[src/rtl/cfg_pkg.sv]
// Constants and carrier types for the processor configuration block.
// Assumes one 100 MHz clock and a coprocessor move port from the core.
package cfg_pkg;

    // ========================================================
    // Register addressing and layout
    // ========================================================
    localparam logic [4:0]  CFG_REG_NUM     = 5'h03;  // system coprocessor register number
    localparam int          LOCK_BIT        = 31;
    localparam int          SLOW_BIT        = 30;
    localparam int          REFILL_BIT      = 29;
    localparam int          FPI_MSB         = 28;
    localparam int          FPI_LSB         = 26;
    localparam int          HALT_BIT        = 25;
    localparam int          RF_BIT          = 24;
    localparam int          AC_BIT          = 23;
    localparam int          IRQ_COUNT       = 6;

    // ========================================================
    // Reset values
    // ========================================================
    localparam logic [2:0]  FPI_RESET       = 3'h3;   // Floating interrupt on input 3
    localparam logic [31:0] RESERVED_READ   = 32'h0000_0000;

    // ========================================================
    // Clock rates and cache figures
    // ========================================================
    localparam logic [5:0]  RF_DIVIDE       = 6'h10;  // Reduced frequency divide by 16
    localparam logic [5:0]  HALF_INPUT_DIV  = 6'h02;  // Double-rate input: core at half
    localparam logic [2:0]  REFILL_BLOCK    = 3'h4;
    localparam logic [2:0]  REFILL_SINGLE   = 3'h1;
    localparam logic [4:0]  ICACHE_KB_BASE  = 5'h10;
    localparam logic [4:0]  DCACHE_KB_BASE  = 5'h04;
    localparam logic [4:0]  CACHE_KB_ALT    = 5'h08;

    // ========================================================
    // Carriers
    // ========================================================
    typedef struct packed {
        logic        wr;
        logic        rd;
        logic [4:0]  regnum;
        logic [31:0] wdata;
    } cp_req_s;

    typedef struct packed {
        logic coherent_dma_enable;
        logic unit_rate_clock_enable;
        logic half_bus_enable;
        logic data_block_refill_select;
        logic tristate_test;
        logic high_byte_first_order;
    } mode_s;

    typedef struct packed {
        logic       slow_turnaround;
        logic [2:0] refill_words;
        logic [4:0] icache_kb;
        logic [4:0] dcache_kb;
        logic       alternate_cache_split;
    } cache_bus_s;

endpackage

[src/rtl/cpu_config.sv]
// Processor configuration register, reset mode capture and clock enables.
// Assumes interrupt pins are synchronous to MCLK_I and that board logic
// drives mode vectors on them from reset until the third clock after RSTN_I rises.
//
// How it works
// - Floating unit interrupt replaces one external input when select is 0 to 5; that pin is ignored.
// - Six mode vectors are taken from the interrupt inputs on the third clock after RSTN_I rises.
// - Register is 32 bits: lock, slow, refill, select, halt, rf, split.
// - After lock is written one, later writes are ignored.
// - Slow turnaround adds time when memory hands the bus back.
// - Refill field picks four words or one; no flush needed.
// - Three-bit select names which interrupt input carries the float interrupt; values 6 and 7 name none.
// - Halt stalls the core until an interrupt or reset.
// - Reduced frequency divides the execution clock by sixteen.
// - Split one gives 8k/8k; zero gives 16k instruction, 4k data.
// - Reserved bits written zero and always read as zero.
// - Reset sets select to 3, clears lock/split/halt/rf; others from vectors.
// - Register is coprocessor register 3, reached only by move instructions.
// - Unit clock plus half bus: core at input rate, bus at half.
// - Half bus mode runs the bus at half the core rate.
// - Reduced frequency also slows the bus enable.
`timescale 1ns/100ps
`default_nettype none

module cpu_config (
    input  wire logic                 MCLK_I,
    input  wire logic                 RSTN_I,
    input  wire logic [5:0]           IRQ_I,
    input  wire logic                 FPU_IRQ_I,
    input  wire cfg_pkg::cp_req_s     CP_REQ_I,
    output logic [31:0]               CP_RDATA_O,
    output logic                      CP_ACK_O,
    output logic [5:0]                IRQ_O,
    output cfg_pkg::mode_s            MODES_O,
    output cfg_pkg::cache_bus_s       CACHE_BUS_O,
    output logic                      CORE_EN_O,
    output logic                      BUS_EN_O,
    output logic                      HALTED_O
);
    import cfg_pkg::*;

    typedef struct packed {
        logic       sampled;
        logic       lock;
        logic       slow;
        logic       refill;
        logic [2:0] fpi;
        logic       halt;
        logic       rf;
        logic       ac;
        mode_s      modes;
        logic [5:0] div_cnt;
        logic       bus_phase;
        logic       core_en;
        logic       bus_en;
        logic [5:0] irq;
        logic [31:0] rdata;
        logic       ack;
        cache_bus_s cache_bus;
    } state_s;

    state_s     state;
    state_s     next_state;
    logic [1:0] rst_sync;
    logic       rst_n;

    // Period of the execution tick in input clocks
    function automatic logic [5:0] tick_period(input logic unit_rate, input logic reduced);
        logic [5:0] base;
        base = unit_rate ? 6'h01 : HALF_INPUT_DIV;
        tick_period = reduced ? 6'((base * RF_DIVIDE)) : base;
    endfunction

    // register field layout
    // Image of the register as software reads it
    function automatic logic [31:0] cfg_image(input state_s s);
        logic [31:0] img;
        img = RESERVED_READ;
        img[LOCK_BIT]        = s.lock;
        img[SLOW_BIT]        = s.slow;
        img[REFILL_BIT]      = s.refill;
        img[FPI_MSB:FPI_LSB] = s.fpi;
        img[HALT_BIT]        = s.halt;
        img[RF_BIT]          = s.rf;
        img[AC_BIT]          = s.ac;
        cfg_image = img;
    endfunction

    // ========================================================
    // Reset release
    // ========================================================
    // Two stages so release never lands near a clock edge
    always_ff @(posedge MCLK_I or negedge RSTN_I) begin
        if (!RSTN_I) begin
            rst_sync <= 2'h0;
        end else begin
            rst_sync <= {rst_sync[0], 1'b1};
        end
    end
    assign rst_n = rst_sync[1];

    // ========================================================
    // Next state
    // ========================================================
    always_comb begin
        logic       cfg_hit;
        logic       tick;
        logic       any_irq;
        logic [5:0] period;
        next_state = state;
        cfg_hit    = (CP_REQ_I.regnum == CFG_REG_NUM);
        period     = tick_period(state.modes.unit_rate_clock_enable, state.rf);
        tick       = (state.div_cnt >= period - 6'h01);
        any_irq    = |state.irq;

        if (!state.sampled) begin
            next_state.sampled                        = 1'b1;
            next_state.modes.coherent_dma_enable      = ~IRQ_I[5];
            next_state.modes.unit_rate_clock_enable   = ~IRQ_I[4];
            next_state.modes.half_bus_enable          = ~IRQ_I[3];
            next_state.modes.data_block_refill_select = ~IRQ_I[2];
            next_state.modes.tristate_test            = ~IRQ_I[1];
            next_state.modes.high_byte_first_order    = ~IRQ_I[0];
            next_state.refill = ~IRQ_I[2];
            next_state.slow   = ~IRQ_I[3];
            next_state.irq    = 6'h00;
        end else begin
            for (int i = 0; i < IRQ_COUNT; i++) begin
                next_state.irq[i] = (state.fpi == 3'(i)) ? FPU_IRQ_I : IRQ_I[i];
            end
        end

        if (any_irq) begin
            next_state.halt = 1'b0;
        end

        next_state.ack = state.sampled && (CP_REQ_I.wr || CP_REQ_I.rd);
        if (state.sampled && CP_REQ_I.wr && cfg_hit && !state.lock) begin
            next_state.lock   = CP_REQ_I.wdata[LOCK_BIT];
            next_state.slow   = CP_REQ_I.wdata[SLOW_BIT];
            next_state.refill = CP_REQ_I.wdata[REFILL_BIT];
            next_state.fpi    = CP_REQ_I.wdata[FPI_MSB:FPI_LSB];
            next_state.halt   = CP_REQ_I.wdata[HALT_BIT];  // Set beats a same-cycle wake
            next_state.rf     = CP_REQ_I.wdata[RF_BIT];
            next_state.ac     = CP_REQ_I.wdata[AC_BIT];
        end
        if (state.sampled && CP_REQ_I.rd) begin
            next_state.rdata = cfg_hit ? cfg_image(state) : 32'h0000_0000;
        end

        next_state.div_cnt = tick ? 6'h00 : state.div_cnt + 6'h01;
        next_state.core_en = state.sampled && tick && !state.halt;
        if (state.sampled && tick) begin
            next_state.bus_phase = ~state.bus_phase;
            next_state.bus_en    = state.modes.half_bus_enable ? state.bus_phase : 1'b1;
        end else begin
            next_state.bus_en = 1'b0;
        end

        next_state.cache_bus.slow_turnaround       = state.slow;
        next_state.cache_bus.refill_words          = state.refill ? REFILL_BLOCK : REFILL_SINGLE;
        next_state.cache_bus.alternate_cache_split = state.ac;
        next_state.cache_bus.icache_kb             = state.ac ? CACHE_KB_ALT : ICACHE_KB_BASE;
        next_state.cache_bus.dcache_kb             = state.ac ? CACHE_KB_ALT : DCACHE_KB_BASE;
    end

    // ========================================================
    // State register
    // ========================================================
    // reset values
    always_ff @(posedge MCLK_I or negedge rst_n) begin
        if (!rst_n) begin
            state                           <= '0;
            state.fpi                       <= FPI_RESET;
            state.cache_bus.refill_words    <= REFILL_SINGLE;
            state.cache_bus.icache_kb       <= ICACHE_KB_BASE;
            state.cache_bus.dcache_kb       <= DCACHE_KB_BASE;
        end else begin
            state <= next_state;
        end
    end

    // Every output straight from the state register
    assign CP_RDATA_O  = state.rdata;
    assign CP_ACK_O    = state.ack;
    assign IRQ_O       = state.irq;
    assign MODES_O     = state.modes;
    assign CACHE_BUS_O = state.cache_bus;
    assign CORE_EN_O   = state.core_en;
    assign BUS_EN_O    = state.bus_en;
    assign HALTED_O    = state.halt;

endmodule

`default_nettype wire

[config.mk]
export PLATFORM = sky130hd
export DESIGN_NAME = cpu_config
export DESIGN_NICKNAME = d
export VERILOG_FILES = /design/src/rtl/cfg_pkg.sv /design/src/rtl/cpu_config.sv
export SDC_FILE = /design/constraint.sdc
export NUM_CORES = 1
export LEC_CHECK = 0
export BUFFER_PORTS_ARGS = -buffer_cell sky130_fd_sc_hd__buf_4
export CAP_MARGIN = 20
export CORE_MARGIN = 4
export CORE_UTILIZATION = 40
export CTS_CLUSTER_DIAMETER = 40
export DETAILED_ROUTE_END_ITERATION = 8
export PLACE_DENSITY_LB_ADDON = 0.25
export SKIP_LAST_GASP = 1
export SYNTH_ARGS = -nofsm -noshare
export SYNTH_HDL_FRONTEND = slang
export SYNTH_SLANG_ARGS = --single-unit
export TNS_END_PERCENT = 5
[constraint.sdc]
create_clock -name MCLK_I -period 1.5 [get_ports MCLK_I]
set_input_delay 0.075 -clock MCLK_I [delete_from_list [all_inputs] [get_ports MCLK_I]]
set_output_delay 0.075 -clock MCLK_I [all_outputs]
set_load 0.05 [all_outputs]
# Yosys cells after proc, flatten, opt, wreduce, memory -nomap -nowiden
# Index checks and enable logic that the tools add are counted.
[op_classes]
n_reduce_logical = 13
magnitude_cmp = 1
n_mux = 19
n_bitwise = 7
add_sub_neg = 2
n_eq_ne = 7
[ops]
columns = ["op", "n"]
rows = [
  ["32-bit 2-to-1 mux", 1],
  ["6-bit 2-to-1 mux", 3],
  ["1-bit 2-to-1 mux", 9],
  ["8-bit 2-to-1 mux", 1],
  ["1-bit logical AND", 7],
  ["1-bit inverter", 7],
  ["6-bit by 1-bit adder with 6-bit output (second input constant)", 1],
  ["3-bit by 2-bit equality test with 1-bit output (second input constant)", 2],
  ["3-bit equality test (second input constant)", 2],
  ["6-bit greater-or-equal comparator", 1],
  ["6-bit OR reduction", 1],
  ["6-bit by 1-bit subtractor with 6-bit output (second input constant)", 1],
  ["5-bit by 2-bit equality test with 1-bit output (second input constant)", 1],
  ["5-bit 2-to-1 mux", 1],
  ["2-bit 2-to-1 mux", 2],
  ["4-bit 2-to-1 mux", 1],
  ["3-bit by 1-bit equality test with 1-bit output (second input constant)", 1],
  ["3-bit logical NOT", 1],
  ["3-bit 2-to-1 mux", 1],
  ["1-bit logical NOT", 2],
  ["2-bit by 1-bit inequality test with 1-bit output (second input constant)", 1],
  ["2-bit nonzero test", 1],
  ["1-bit logical OR", 1],
]
[totals]
input_bits = 48
regBits = 80
out_inout_bits = 63

# Longest topological paths before layout
# Gate-level depths: netlist of run 1.
[logic_depth]
ltp_word = 6
mapped_depth = 7
mapped_depth_nobuf = 7

# Worst setup path after synthesis of run 1
# Ideal clock, no wire load.
[synth_path]
path_kind = "reg2reg"
start = "register state, in the netlist MODES_O[4]"
end = "register state, in the netlist BUS_EN_O"
stages_incl_launch_ff = 7
setup_slack_ps = -90
required_ps = 1422
period_less_slack_ps = 1590
arrival_time_ps = 1512
cell_sequence = "dfrtp_1 > nand2b_1 > ha_1 > nand4_1 > or2_1 > o221ai_1 > a21boi_1"
[synth_rtl]
columns = ["item", "line", "text"]
rows = [
  ["start, declared", "cpu_config.sv:62", "state_s state;"],
  ["start signal, assigned", "cpu_config.sv:179", "state <= next_state;"],
]

==> impl_results.md, run 1 <==
* Setup TNS at -1230 ps
* Violated checks: setup timing
* DR iter-0 viols at 53
* Latest clock arrival within the worst-skew pair at 300 ps
* Global-route wire length before repair at 7790 um
* Largest net degree at the start of global routing at 47
* Flip-flop and latch count after synthesis at 48
* Number of I/O pins at 111
* Smallest hold slack at 16.1 ps
* Die height at 86.4 um
* Post-Synth Simple-Gate Area at 14.2%
* DIE WIDTH at 86.4 um
* Max cap viols at 0
* Max FO, Critical Path at 5
* Arrival time at the worst endpoint at 1850 ps
* ANT nets after route at 0
* Compound-cell area share of the yosys netlist at 6.41%
* Wire per inst at 13.2 um
* # DRC at 0
* Vias at 1648
* Filler cell count at 580
* Post-Layout Cell Count at 374
* Mapped Area at 0.00246 mm2
* Slowest CP cell: dfrtp_1
* Vias in the first global route at 1570
* Final GP Congestion at 0.750
* Initial Util at 41.3%
* First-pass detailed-route iteration total at 4
* Clock root cell: clkbuf_8
* Hold Fails Final Rpt at 0
* Post-Synthesis Cells at 241
* Antenna violations before repair at 0
* Drt via density at 4.41
* Seq/Total Area, Yosys at 49.0%
* Run status: finished with violations
* Distinct cells, synth at 36
* Fin crit share at 110%
* Critical path class: reg -> reg
* Fmax at 0.604 GHz
* Worst setup SP type: flop
* Crit path cell chain: inv_1 > nand2_1 > ha_1 > nand2b_1 > a21oi_2 > o221ai_2 > a21boi_2
* XOR/XNOR share of the synthesized area at 1.78%
* Fin util at 50.2%
* Final wirelength at 4950 um
* Final Critical Period at 1660 ps
* IO buf count at 57
* Max_slew headroom at 66.6%
* Worst-margin pin slew at 500 ps
* Synthesis-to-layout area growth at 21.6%
* Die ar. at 0.00747 mm2
* CTS buffer count at 5
* CP Capture Type: flop
* Count of final setup violators at 9
* Clock sinks at 48
* Grt total ovfl at 0
* Fin. max-slew vios at 0
* Post-synthesis mux area share at 4.58%
* PwrDens at 1280 mW/mm2
* Area of the core at 0.00596 mm2
* Placed Cells at 351
* Worst Skew at 8.27 ps
* Longest Clk Path Bufs at 2
* Largest family of logic cells by synthesized area: buffers and inverters
* H-tree levels at 2
* Avg Cell Area, Syn at 10.2 um2
* Setup ws final at -156 ps
* P_leak at 0.00148 uW
* VDD IR max at 576 uV
* Final net count at 353
* Layout cells sized above 1 at 31.4%
* Hold Path Class: in -> reg
* Clock Pin Slew Worst Setup and Hold Paths at 90 ps
* Num rows at 28
* Slowest stage delay, CP at 390 ps
* TritonCTS clock tree: built
* DP HPWL at 3630 um
* CP Data Required Time at 1690 ps
* Gr usage total at 13.4%
* Synth Warn # at 0
* Adder-cell share of the synthesized area at 3.56%
* RSZ-0062 raised after global routing: true
* Diodes inserted at 0
[cell usage after synthesis, drive strengths merged]
master / instances / area, um2
o21a: 1 / 7.51
buf: 61 / 459
nand3b: 2 / 15.0
mux2i: 6 / 60.1
clkbuf: 3 / 11.3
nand2: 33 / 124
o21ai: 18 / 90.1
mux2: 4 / 52.6
nand3: 5 / 25.0
and3: 1 / 6.26
nand4: 1 / 6.26
nor2b: 1 / 6.26
a21oi: 5 / 25.0
or3: 1 / 6.26
a21boi: 1 / 7.51
dfrtp: 44 / 1100
nor2: 17 / 66.3
xnor2: 2 / 17.5
o221ai: 2 / 17.5
ha: 7 / 87.6
nor4: 2 / 27.5
nor3: 1 / 5.00
conb: 2 / 7.51
dfstp: 4 / 105
nand4bb: 1 / 27.5
inv: 7 / 26.3
nand2b: 2 / 12.5
a41o: 1 / 10.0
xor2: 3 / 26.3
or2: 1 / 6.26
nor3b: 2 / 15.0
[critical path: cells and delay by family (launching register included)]
family	cells	cell delay [ps]
buffers and inverters	1	140
AO/OA/AOI/OAI	3	510
AND/OR/NAND/NOR	2	230
adder cells (fa/ha/maj)	1	260
flip-flops	1	390
[path summary, 6_finish.rpt]
kind                              start        endpoint  slack, ps  depth (start not counted)
min in group asynchronous        RSTN_I     rst_sync[1]         70                          2
setup / recovery              state[70]        BUS_EN_O       -160                          7
setup reg to reg              state[70]        BUS_EN_O       -160                          7
hold reg to reg             rst_sync[1]      MODES_O[4]        250                          1
hold / removal             CP_REQ_I[27]       state[73]         20                          2
max in group asynchronous   rst_sync[1]  CACHE_BUS_O[3]        970                          1
[metal layers]
metal	track usage, %	up-vias	wire (um)
li1	-	810	-
met1	18.0	781	2110
met2	21.1	51	2460
met3	3.14	6	318
met4	5.38	0	64
met5	0	-	0
[layout by cell type, fill, tap and decap left out, types with 2 or more instances in the layout]
| cell | n |
|---|---|
| nand3_1 | 5 |
| o21ai_0 | 18 |
| a21oi_1 | 4 |
| dfrtp_1 | 43 |
| clkbuf_1 | 2 |
| nor3b_1 | 2 |
| ha_1 | 6 |
| xnor2_1 | 2 |
| conb_1 | 33 |
| dfstp_2 | 4 |
| nand3b_1 | 2 |
| clkbuf_8 | 5 |
| mux2_4 | 2 |
| xor2_1 | 3 |
| inv_1 | 7 |
| mux2i_1 | 6 |
| buf_4 | 69 |
| nor2_1 | 16 |
| nand2_1 | 33 |
| dlygate4sd3_1 | 13 |
| o221ai_2 | 2 |
| mux2_2 | 2 |
[kinds of logic (layout without fill, tap and decap cells)]
kind of cell,after synthesis,count (layout)
buffers and inverters,71,98
other,2,33
DFF,48,48
AOI/OAI and AO/OA,28,28
muxes,10,10
and+or+nand+nor,70,70
xor gates and xnor gates,5,5
adders and majority gates,7,7
[power breakdown]
part	internal [uW]	switching (uW)	leakage, uW
registers	1490	136	0.000594
clock network	328	428	0.0000422
logic	534	904	0.000848
[stage by stage]
| stage | power (uW) | area, um2 | setup WS, ps |
|---|---|---|---|
| floorplan | 2740 | 2590 | -40.0 |
| global placement | 3000 | 2740 | -75.2 |
| detailed placement | 3030 | 2740 | -142 |
| CTS | 3860 | 2980 | -141 |
| global route | 4060 | 2990 | -259 |
| finish | 3820 | 2990 | -156 |
[final cells by class]
cell class | count | area (um2) | share of cell area, %
multi-input cells | 153 | 915 | 30.6
inverters | 7 | 26.3 | 0.878
clock buffers | 7 | 76.3 | 2.55
well taps | 75 | 93.8 | 3.14
flip-flops and latches | 48 | 1210 | 40.4
repair buffers | 83 | 668 | 22.3
clock inverters | 1 | 5.00 | 0.167
[sequential cells by signal (all words and copies together), names as in the netlist]
| signal | cells |
|---|---|
| CORE_EN_O | 1 |
| next_state | 2 |
| CP_ACK_O | 1 |
| IRQ_O | 6 |
| rst_sync | 2 |
| MODES_O | 6 |
| state | 14 |
| CP_RDATA_O | 9 |
| CACHE_BUS_O | 5 |
| BUS_EN_O | 1 |
| HALTED_O | 1 |
[repair_timing]
| action | CTS | global route |
|---|---|---|
| resized for setup | 3 | 0 |
| endpoints found under the hold margin | 12 | 1 |
| pin swaps | 3 | 0 |
| hold buffers | 12 | 1 |
| endpoints found under the setup margin | 9 | 9 |
| cloned | 0 | 0 |
| setup buffers | 2 | 0 |
Power figures use the tool's default switching activity.
==> run 2: changes to the inputs <==
Settings changed: REMOVE_ABC_BUFFERS set to 1.
==> run 2 against run 1 <==
  * Hold slack got worse by 4.7 ps
  * Die area did not move
  * Clock power rose by 3.0%
  * Design area rose by 0.92%
  * Sequential power barely moved
  * Power rose by 1.0%
  * Largest power group unchanged
  * Critical path type unchanged
  * The flow still finishes with violations (setup timing)
  * Global-route usage fell by 0.28 points
  * Critical endpoint unchanged
  * Sequential cell count did not move
  * Combinational power barely moved
  * Non-clock buffer count rose by 1
  * First-iteration DRC count fell by 38%
==> impl_results.md, run 2 (same netlist as run 1, synthesis figures left out) <==
* Worst setup SP type: flop
* DR iter-0 viols at 33
* Diodes inserted at 0
* Antenna violations before repair at 0
* Gate power share at 37.6%
* Num rows at 28
* Commonest non-fill, non-tap cell in the layout: buf_4
* Tot Pwr at 3860 uW
* Vias at 1629
* VDD IR max at 561 uV
* Final net count at 354
* Biggest register: state
* PwrDens at 1280 mW/mm2
* Smallest hold slack at 11.3 ps
* Die height at 86.4 um
* Placed Cells at 353
* Latest clock arrival within the worst-skew pair at 290 ps
* DIE WIDTH at 86.4 um
* Count of final setup violators at 9
* Vias in the first global route at 1608
* DP HPWL at 3620 um
* Arrival time at the worst endpoint at 1880 ps
* Worst Skew at 4.08 ps
* Hold Fails Final Rpt at 0
* Flop pwr share at 42.2%
* Synthesis-to-layout area growth at 22.7%
* # DRC at 0
* Initial Util at 41.3%
* First-pass detailed-route iteration total at 4
* Clock Pin Slew Worst Setup and Hold Paths at 80 ps
* Final GP Congestion at 0.712
* Grt total ovfl at 0
* Die ar. at 0.00747 mm2
* CP Capture Type: flop
* IO buf count at 57
* Hold Path Class: in -> reg
* TritonCTS clock tree: built
* P_sw at 1440 uW
* Fmax at 0.606 GHz
* Clk pwr share at 20.2%
* Fin. max-slew vios at 0
* CP Data Required Time at 1730 ps
* Largest register FFs at 14
* Max cap viols at 0
* Post-Layout Cell Count at 375
* Slowest stage delay, CP at 410 ps
* Wire per inst at 12.8 um
* RSZ-0062 raised after global routing: true
* Critical path class: reg -> reg
* Dpl ws at -261 ps
* Violated checks: setup timing
* Number of I/O pins at 111
* Most frequent cells in the layout: 70 x buf_4, 43 x dfrtp_1, 33 x nand2_1, 33 x conb_1, 18 x o21ai_0
* Max_slew headroom at 66.4%
* P_leak at 0.00149 uW
* H-tree levels at 2
* Worst-margin pin slew at 502 ps
* Design area at 0.00302 mm2
* Area of the core at 0.00596 mm2
* Run status: finished with violations
* Net Sw Frac at 37.3%
* Clock root cell: clkbuf_8
* Global-route wire length before repair at 7670 um
* Drt via density at 4.34
* Int Pwr at 2420 uW
* Largest net degree at the start of global routing at 32
* Gr usage total at 13.2%
* Setup ws final at -150 ps
* Placed Instance Area at 0.00275 mm2
* Longest Clk Path Bufs at 2
* Crit path cell chain: nand2b_4 > ha_4 > nand4_1 > or2_1 > o221ai_2 > a21boi_2
* Final Critical Period at 1650 ps
* Layout cells sized above 1 at 32.7%
* ANT nets after route at 0
* Fin crit share at 110%
* Final wirelength at 4810 um
* Max FO, Critical Path at 3
* Slowest CP cell: dfrtp_1
* CTS buffer count at 5
* Clock sinks at 48
-- run 2: cell count changes in the layout (fill, tap and decap cells not counted), sizes merged --
| cell | before | now |
|---|---|---|
| clkinv | 1 | 0 |
| buf | 70 | 73 |
| dlygate4sd3 | 13 | 11 |
| clkbuf | 7 | 8 |
-- run 2: through the flow --
stage               setup TNS (ps)  util, %
floorplan                    -2390        -
global placement             -1310     46.2
detailed placement           -1950     46.2
CTS                           -779     50.4
global route                 -1650     50.7
finish                        -762     50.7
-- run 2: timing repair --
item	CTS	global route
hold buffers	9	2
pin swaps	5	0
setup buffers	3	0
endpoints found under the hold margin	10	2
cloned	0	0
gates resized for setup	8	0
setup endpoints to repair	9	9
-- run 2: power groups by stage --
stage | clock network [uW] | logic [uW] | registers (uW)
global placement | 0 | 1330 | 1650
global route | 874 | 1580 | 1650
floorplan | 0 | 591 | 1950
CTS | 804 | 1460 | 1630
detailed placement | 0 | 1350 | 1650
finish | 779 | 1450 | 1630
-- run 2: layout make-up --
type,instances,area [um2]
clock buffers,8,90.1
fillers,567,2940
inverters,7,26.3
multi-input cells,153,915
flip-flops and latches,48,1210
well taps,75,93.8
repair buffers,84,687
-- run 2: layer usage --
metal / part of all wire [%] / routed length, um / GRT usage, % / up-vias
met4: 1.5 / 74 / 4.25 / 0
met5: 0 / 0 / 0 / -
met3: 7.6 / 367 / 3.90 / 7
met2: 49 / 2370 / 21.6 / 62
met1: 42 / 2000 / 16.6 / 750
li1: - / - / - / 810
-- run 2: worst paths after layout --
check / startpoint / to / slack, ps / cells past startpoint
max: MODES_O[4] / BUS_EN_O / -150 / 6
min: CP_REQ_I[24] / state[70] / 10 / 3
max reg2reg: MODES_O[4] / BUS_EN_O / -150 / 6
min reg2reg: rst_sync[1] / MODES_O[5] / 190 / 0
max in group asynchronous: rst_sync[1] / CACHE_BUS_O[3] / 760 / 1
min in group asynchronous: RSTN_I / rst_sync[0] / 80 / 2
-- run 2: critical path, delay by kind of cell, from the launching register on --
| family | cells | cell delay, ps |
|---|---|---|
| adder cells (fa/ha/maj) | 1 | 260 |
| flip-flops | 1 | 410 |
| AND/OR/NAND/NOR | 3 | 520 |
| AO/OA/AOI/OAI | 2 | 400 |
==> run 3: changes to the inputs <==
Settings changed: CORE_MARGIN 4 to unset.
==> run 3 against run 2 <==
  * The flow still finishes with violations (setup timing)
  * Core utilization up 0.79 points
  * Combinational power grew 9%
  * Register-to-register slack gained 60 ps
  * Sequential share of layout area decreased by 0.38 points
  * Critical path depth increased by 1
  * Sequential cell count is the same
  * Die area decreased by 13%
  * Critical endpoint unchanged
==> impl_results.md, run 3 (same netlist as run 1, synthesis figures left out) <==
* Run status: finished with violations
* Violated checks: setup timing
* ANT nets after route at 0
* Area of the core at 0.00592 mm2
* Multi-input logic area at 943 um2
* CTS buffer count at 5
* Antenna violations before repair at 0
* Largest register FFs at 14
* Wire per inst at 12.5 um
* Setup ws final at -90.2 ps
* Biggest register: state
* Critical path class: reg -> reg
* Commonest non-fill, non-tap cell in the layout: buf_4
* Post-Layout Cell Count at 376
* Vias in the first global route at 1540
* Final wirelength at 4680 um
* FF/Latch Area at 0.00121 mm2
* RSZ-0062 raised after global routing: true
* Clock root cell: clkbuf_8
* Final GP Congestion at 0.836
* Layout cells sized above 1 at 32.9%
* DR iter-0 viols at 79
* Hold EP: state[70]
* Final net count at 355
* Arrival time at the worst endpoint at 1830 ps
* Flop pwr share at 40.8%
* P_sw at 1500 uW
* CP Data Required Time at 1740 ps
* Max_slew headroom at 66.1%
* Reg2Reg Depth at 7
* Max FO, Critical Path at 3
* PwrDens at 1310 mW/mm2
* Synthesis-to-layout area growth at 23.8%
* TritonCTS clock tree: built
* Count of final setup violators at 7
* Hold Path Class: in -> reg
* Drt via density at 4.40
* Latest clock arrival within the worst-skew pair at 300 ps
* Fmax at 0.629 GHz
* VDD IR max at 576 uV
* IO buf count at 57
* Filler cell count at 579
* DIE WIDTH at 80.4 um
* Worst setup SP type: flop
* Final Critical Period at 1590 ps
* Net Sw Frac at 37.7%
* Placed Cells at 353
* HP Start: CP_REQ_I[24]
* # DRC at 0
* Clk pwr share at 19.6%
* Largest net degree at the start of global routing at 47
* Max cap viols at 0
* Most frequent cells in the layout: 70 x buf_4, 43 x dfrtp_1, 33 x conb_1, 32 x nand2_1, 18 x o21ai_0
* CP Capture Type: flop
* Fin crit share at 106%
* Worst reg2reg endpoint: BUS_EN_O
* Gr usage total at 15.1%
* Vias at 1653
* Gate power share at 39.6%
* Die ar. at 0.00647 mm2
* Longest Clk Path Bufs at 2
* Hold Crit Depth at 3
* Number of I/O pins at 111
* Reg2reg start: state[70]
* DP HPWL at 3370 um
* Hold Fails Final Rpt at 0
* Worst Skew at 5.59 ps
* Num rows at 28
* Setup TNS at -231 ps
* Fin. max-slew vios at 0
* Grt total ovfl at 0
* Fin util at 51.5%
* First-pass detailed-route iteration total at 4
* Clock sinks at 48
* Global-route wire length before repair at 7220 um
* P_leak at 0.00150 uW
* Diodes inserted at 0
* Initial Util at 41.6%
* Dpl ws at -186 ps
* Reg2Reg Setup Slack at -90 ps
* H-tree levels at 2
* Clock Pin Slew Worst Setup and Hold Paths at 80 ps
* Int Pwr at 2480 uW
* Worst-margin pin slew at 507 ps
* Die height at 80.4 um
run 3: worst max-delay path by stage:
| stage | slack, ps | start | depth (start not counted) | end |
|---|---|---|---|---|
| floorplan | -360 | MODES_O[4] | 6 | BUS_EN_O |
| global placement | -170 | MODES_O[4] | 6 | BUS_EN_O |
| detailed placement | -190 | MODES_O[4] | 6 | BUS_EN_O |
| CTS | -80 | state[70] | 7 | BUS_EN_O |
| global route | -170 | state[70] | 6 | BUS_EN_O |
| finish | -90 | state[70] | 7 | BUS_EN_O |
run 3: per-layer routing:
layer  track usage (%)  up-vias  wire length (um)
met5                 0        -                 0
met1              19.9      781              2110
li1                  -      813                 -
met4              5.36        0                59
met3              3.52        6               268
met2              24.2       53              2250
run 3: critical path: stages, from the launching register on:
cell and delay, ps:
dfrtp_1 370, buf_6 110, nand2b_4 60, ha_4 260, nand4_1 100, or2_1 240, o221ai_2 200, a21boi_2 180
run 3: layout make-up:
type	instances	area share, %
Timing Repair Buffer	85	22.5
Tap cell	75	3.08
Clock buffer	8	2.96
Inverter	7	0.862
Sequential cell	48	39.6
Multi-Input combinational cell	153	31.0
run 3: repair_timing:
item | 4_1_cts | 5_1_grt
gates resized for setup | 9 | 3
hold endpoints to repair | 13 | 1
cloned | 0 | 0
pin swaps | 5 | 2
buffers inserted | 1 | 1
hold buffers | 12 | 1
setup endpoints to repair | 9 | 20
run 3: stage by stage:
stage / total power (uW) / hold slack (ps) / cell area (um2)
after global placement: 2980 / -141 / 2740
after floorplan: 2540 / -221 / 2110
after CTS: 3900 / 0.754 / 3000
after detailed placement: 3000 / -141 / 2740
after global routing: 4210 / 0.762 / 3050
final: 3980 / 11.1 / 3050
run 3: power by group through the flow:
stage / logic (uW) / clock network [uW] / registers [uW]
floorplan: 591 / 0 / 1950
global placement: 1340 / 0 / 1640
finish: 1580 / 779 / 1620
CTS: 1470 / 805 / 1630
global route: 1700 / 855 / 1650
detailed placement: 1360 / 0 / 1640
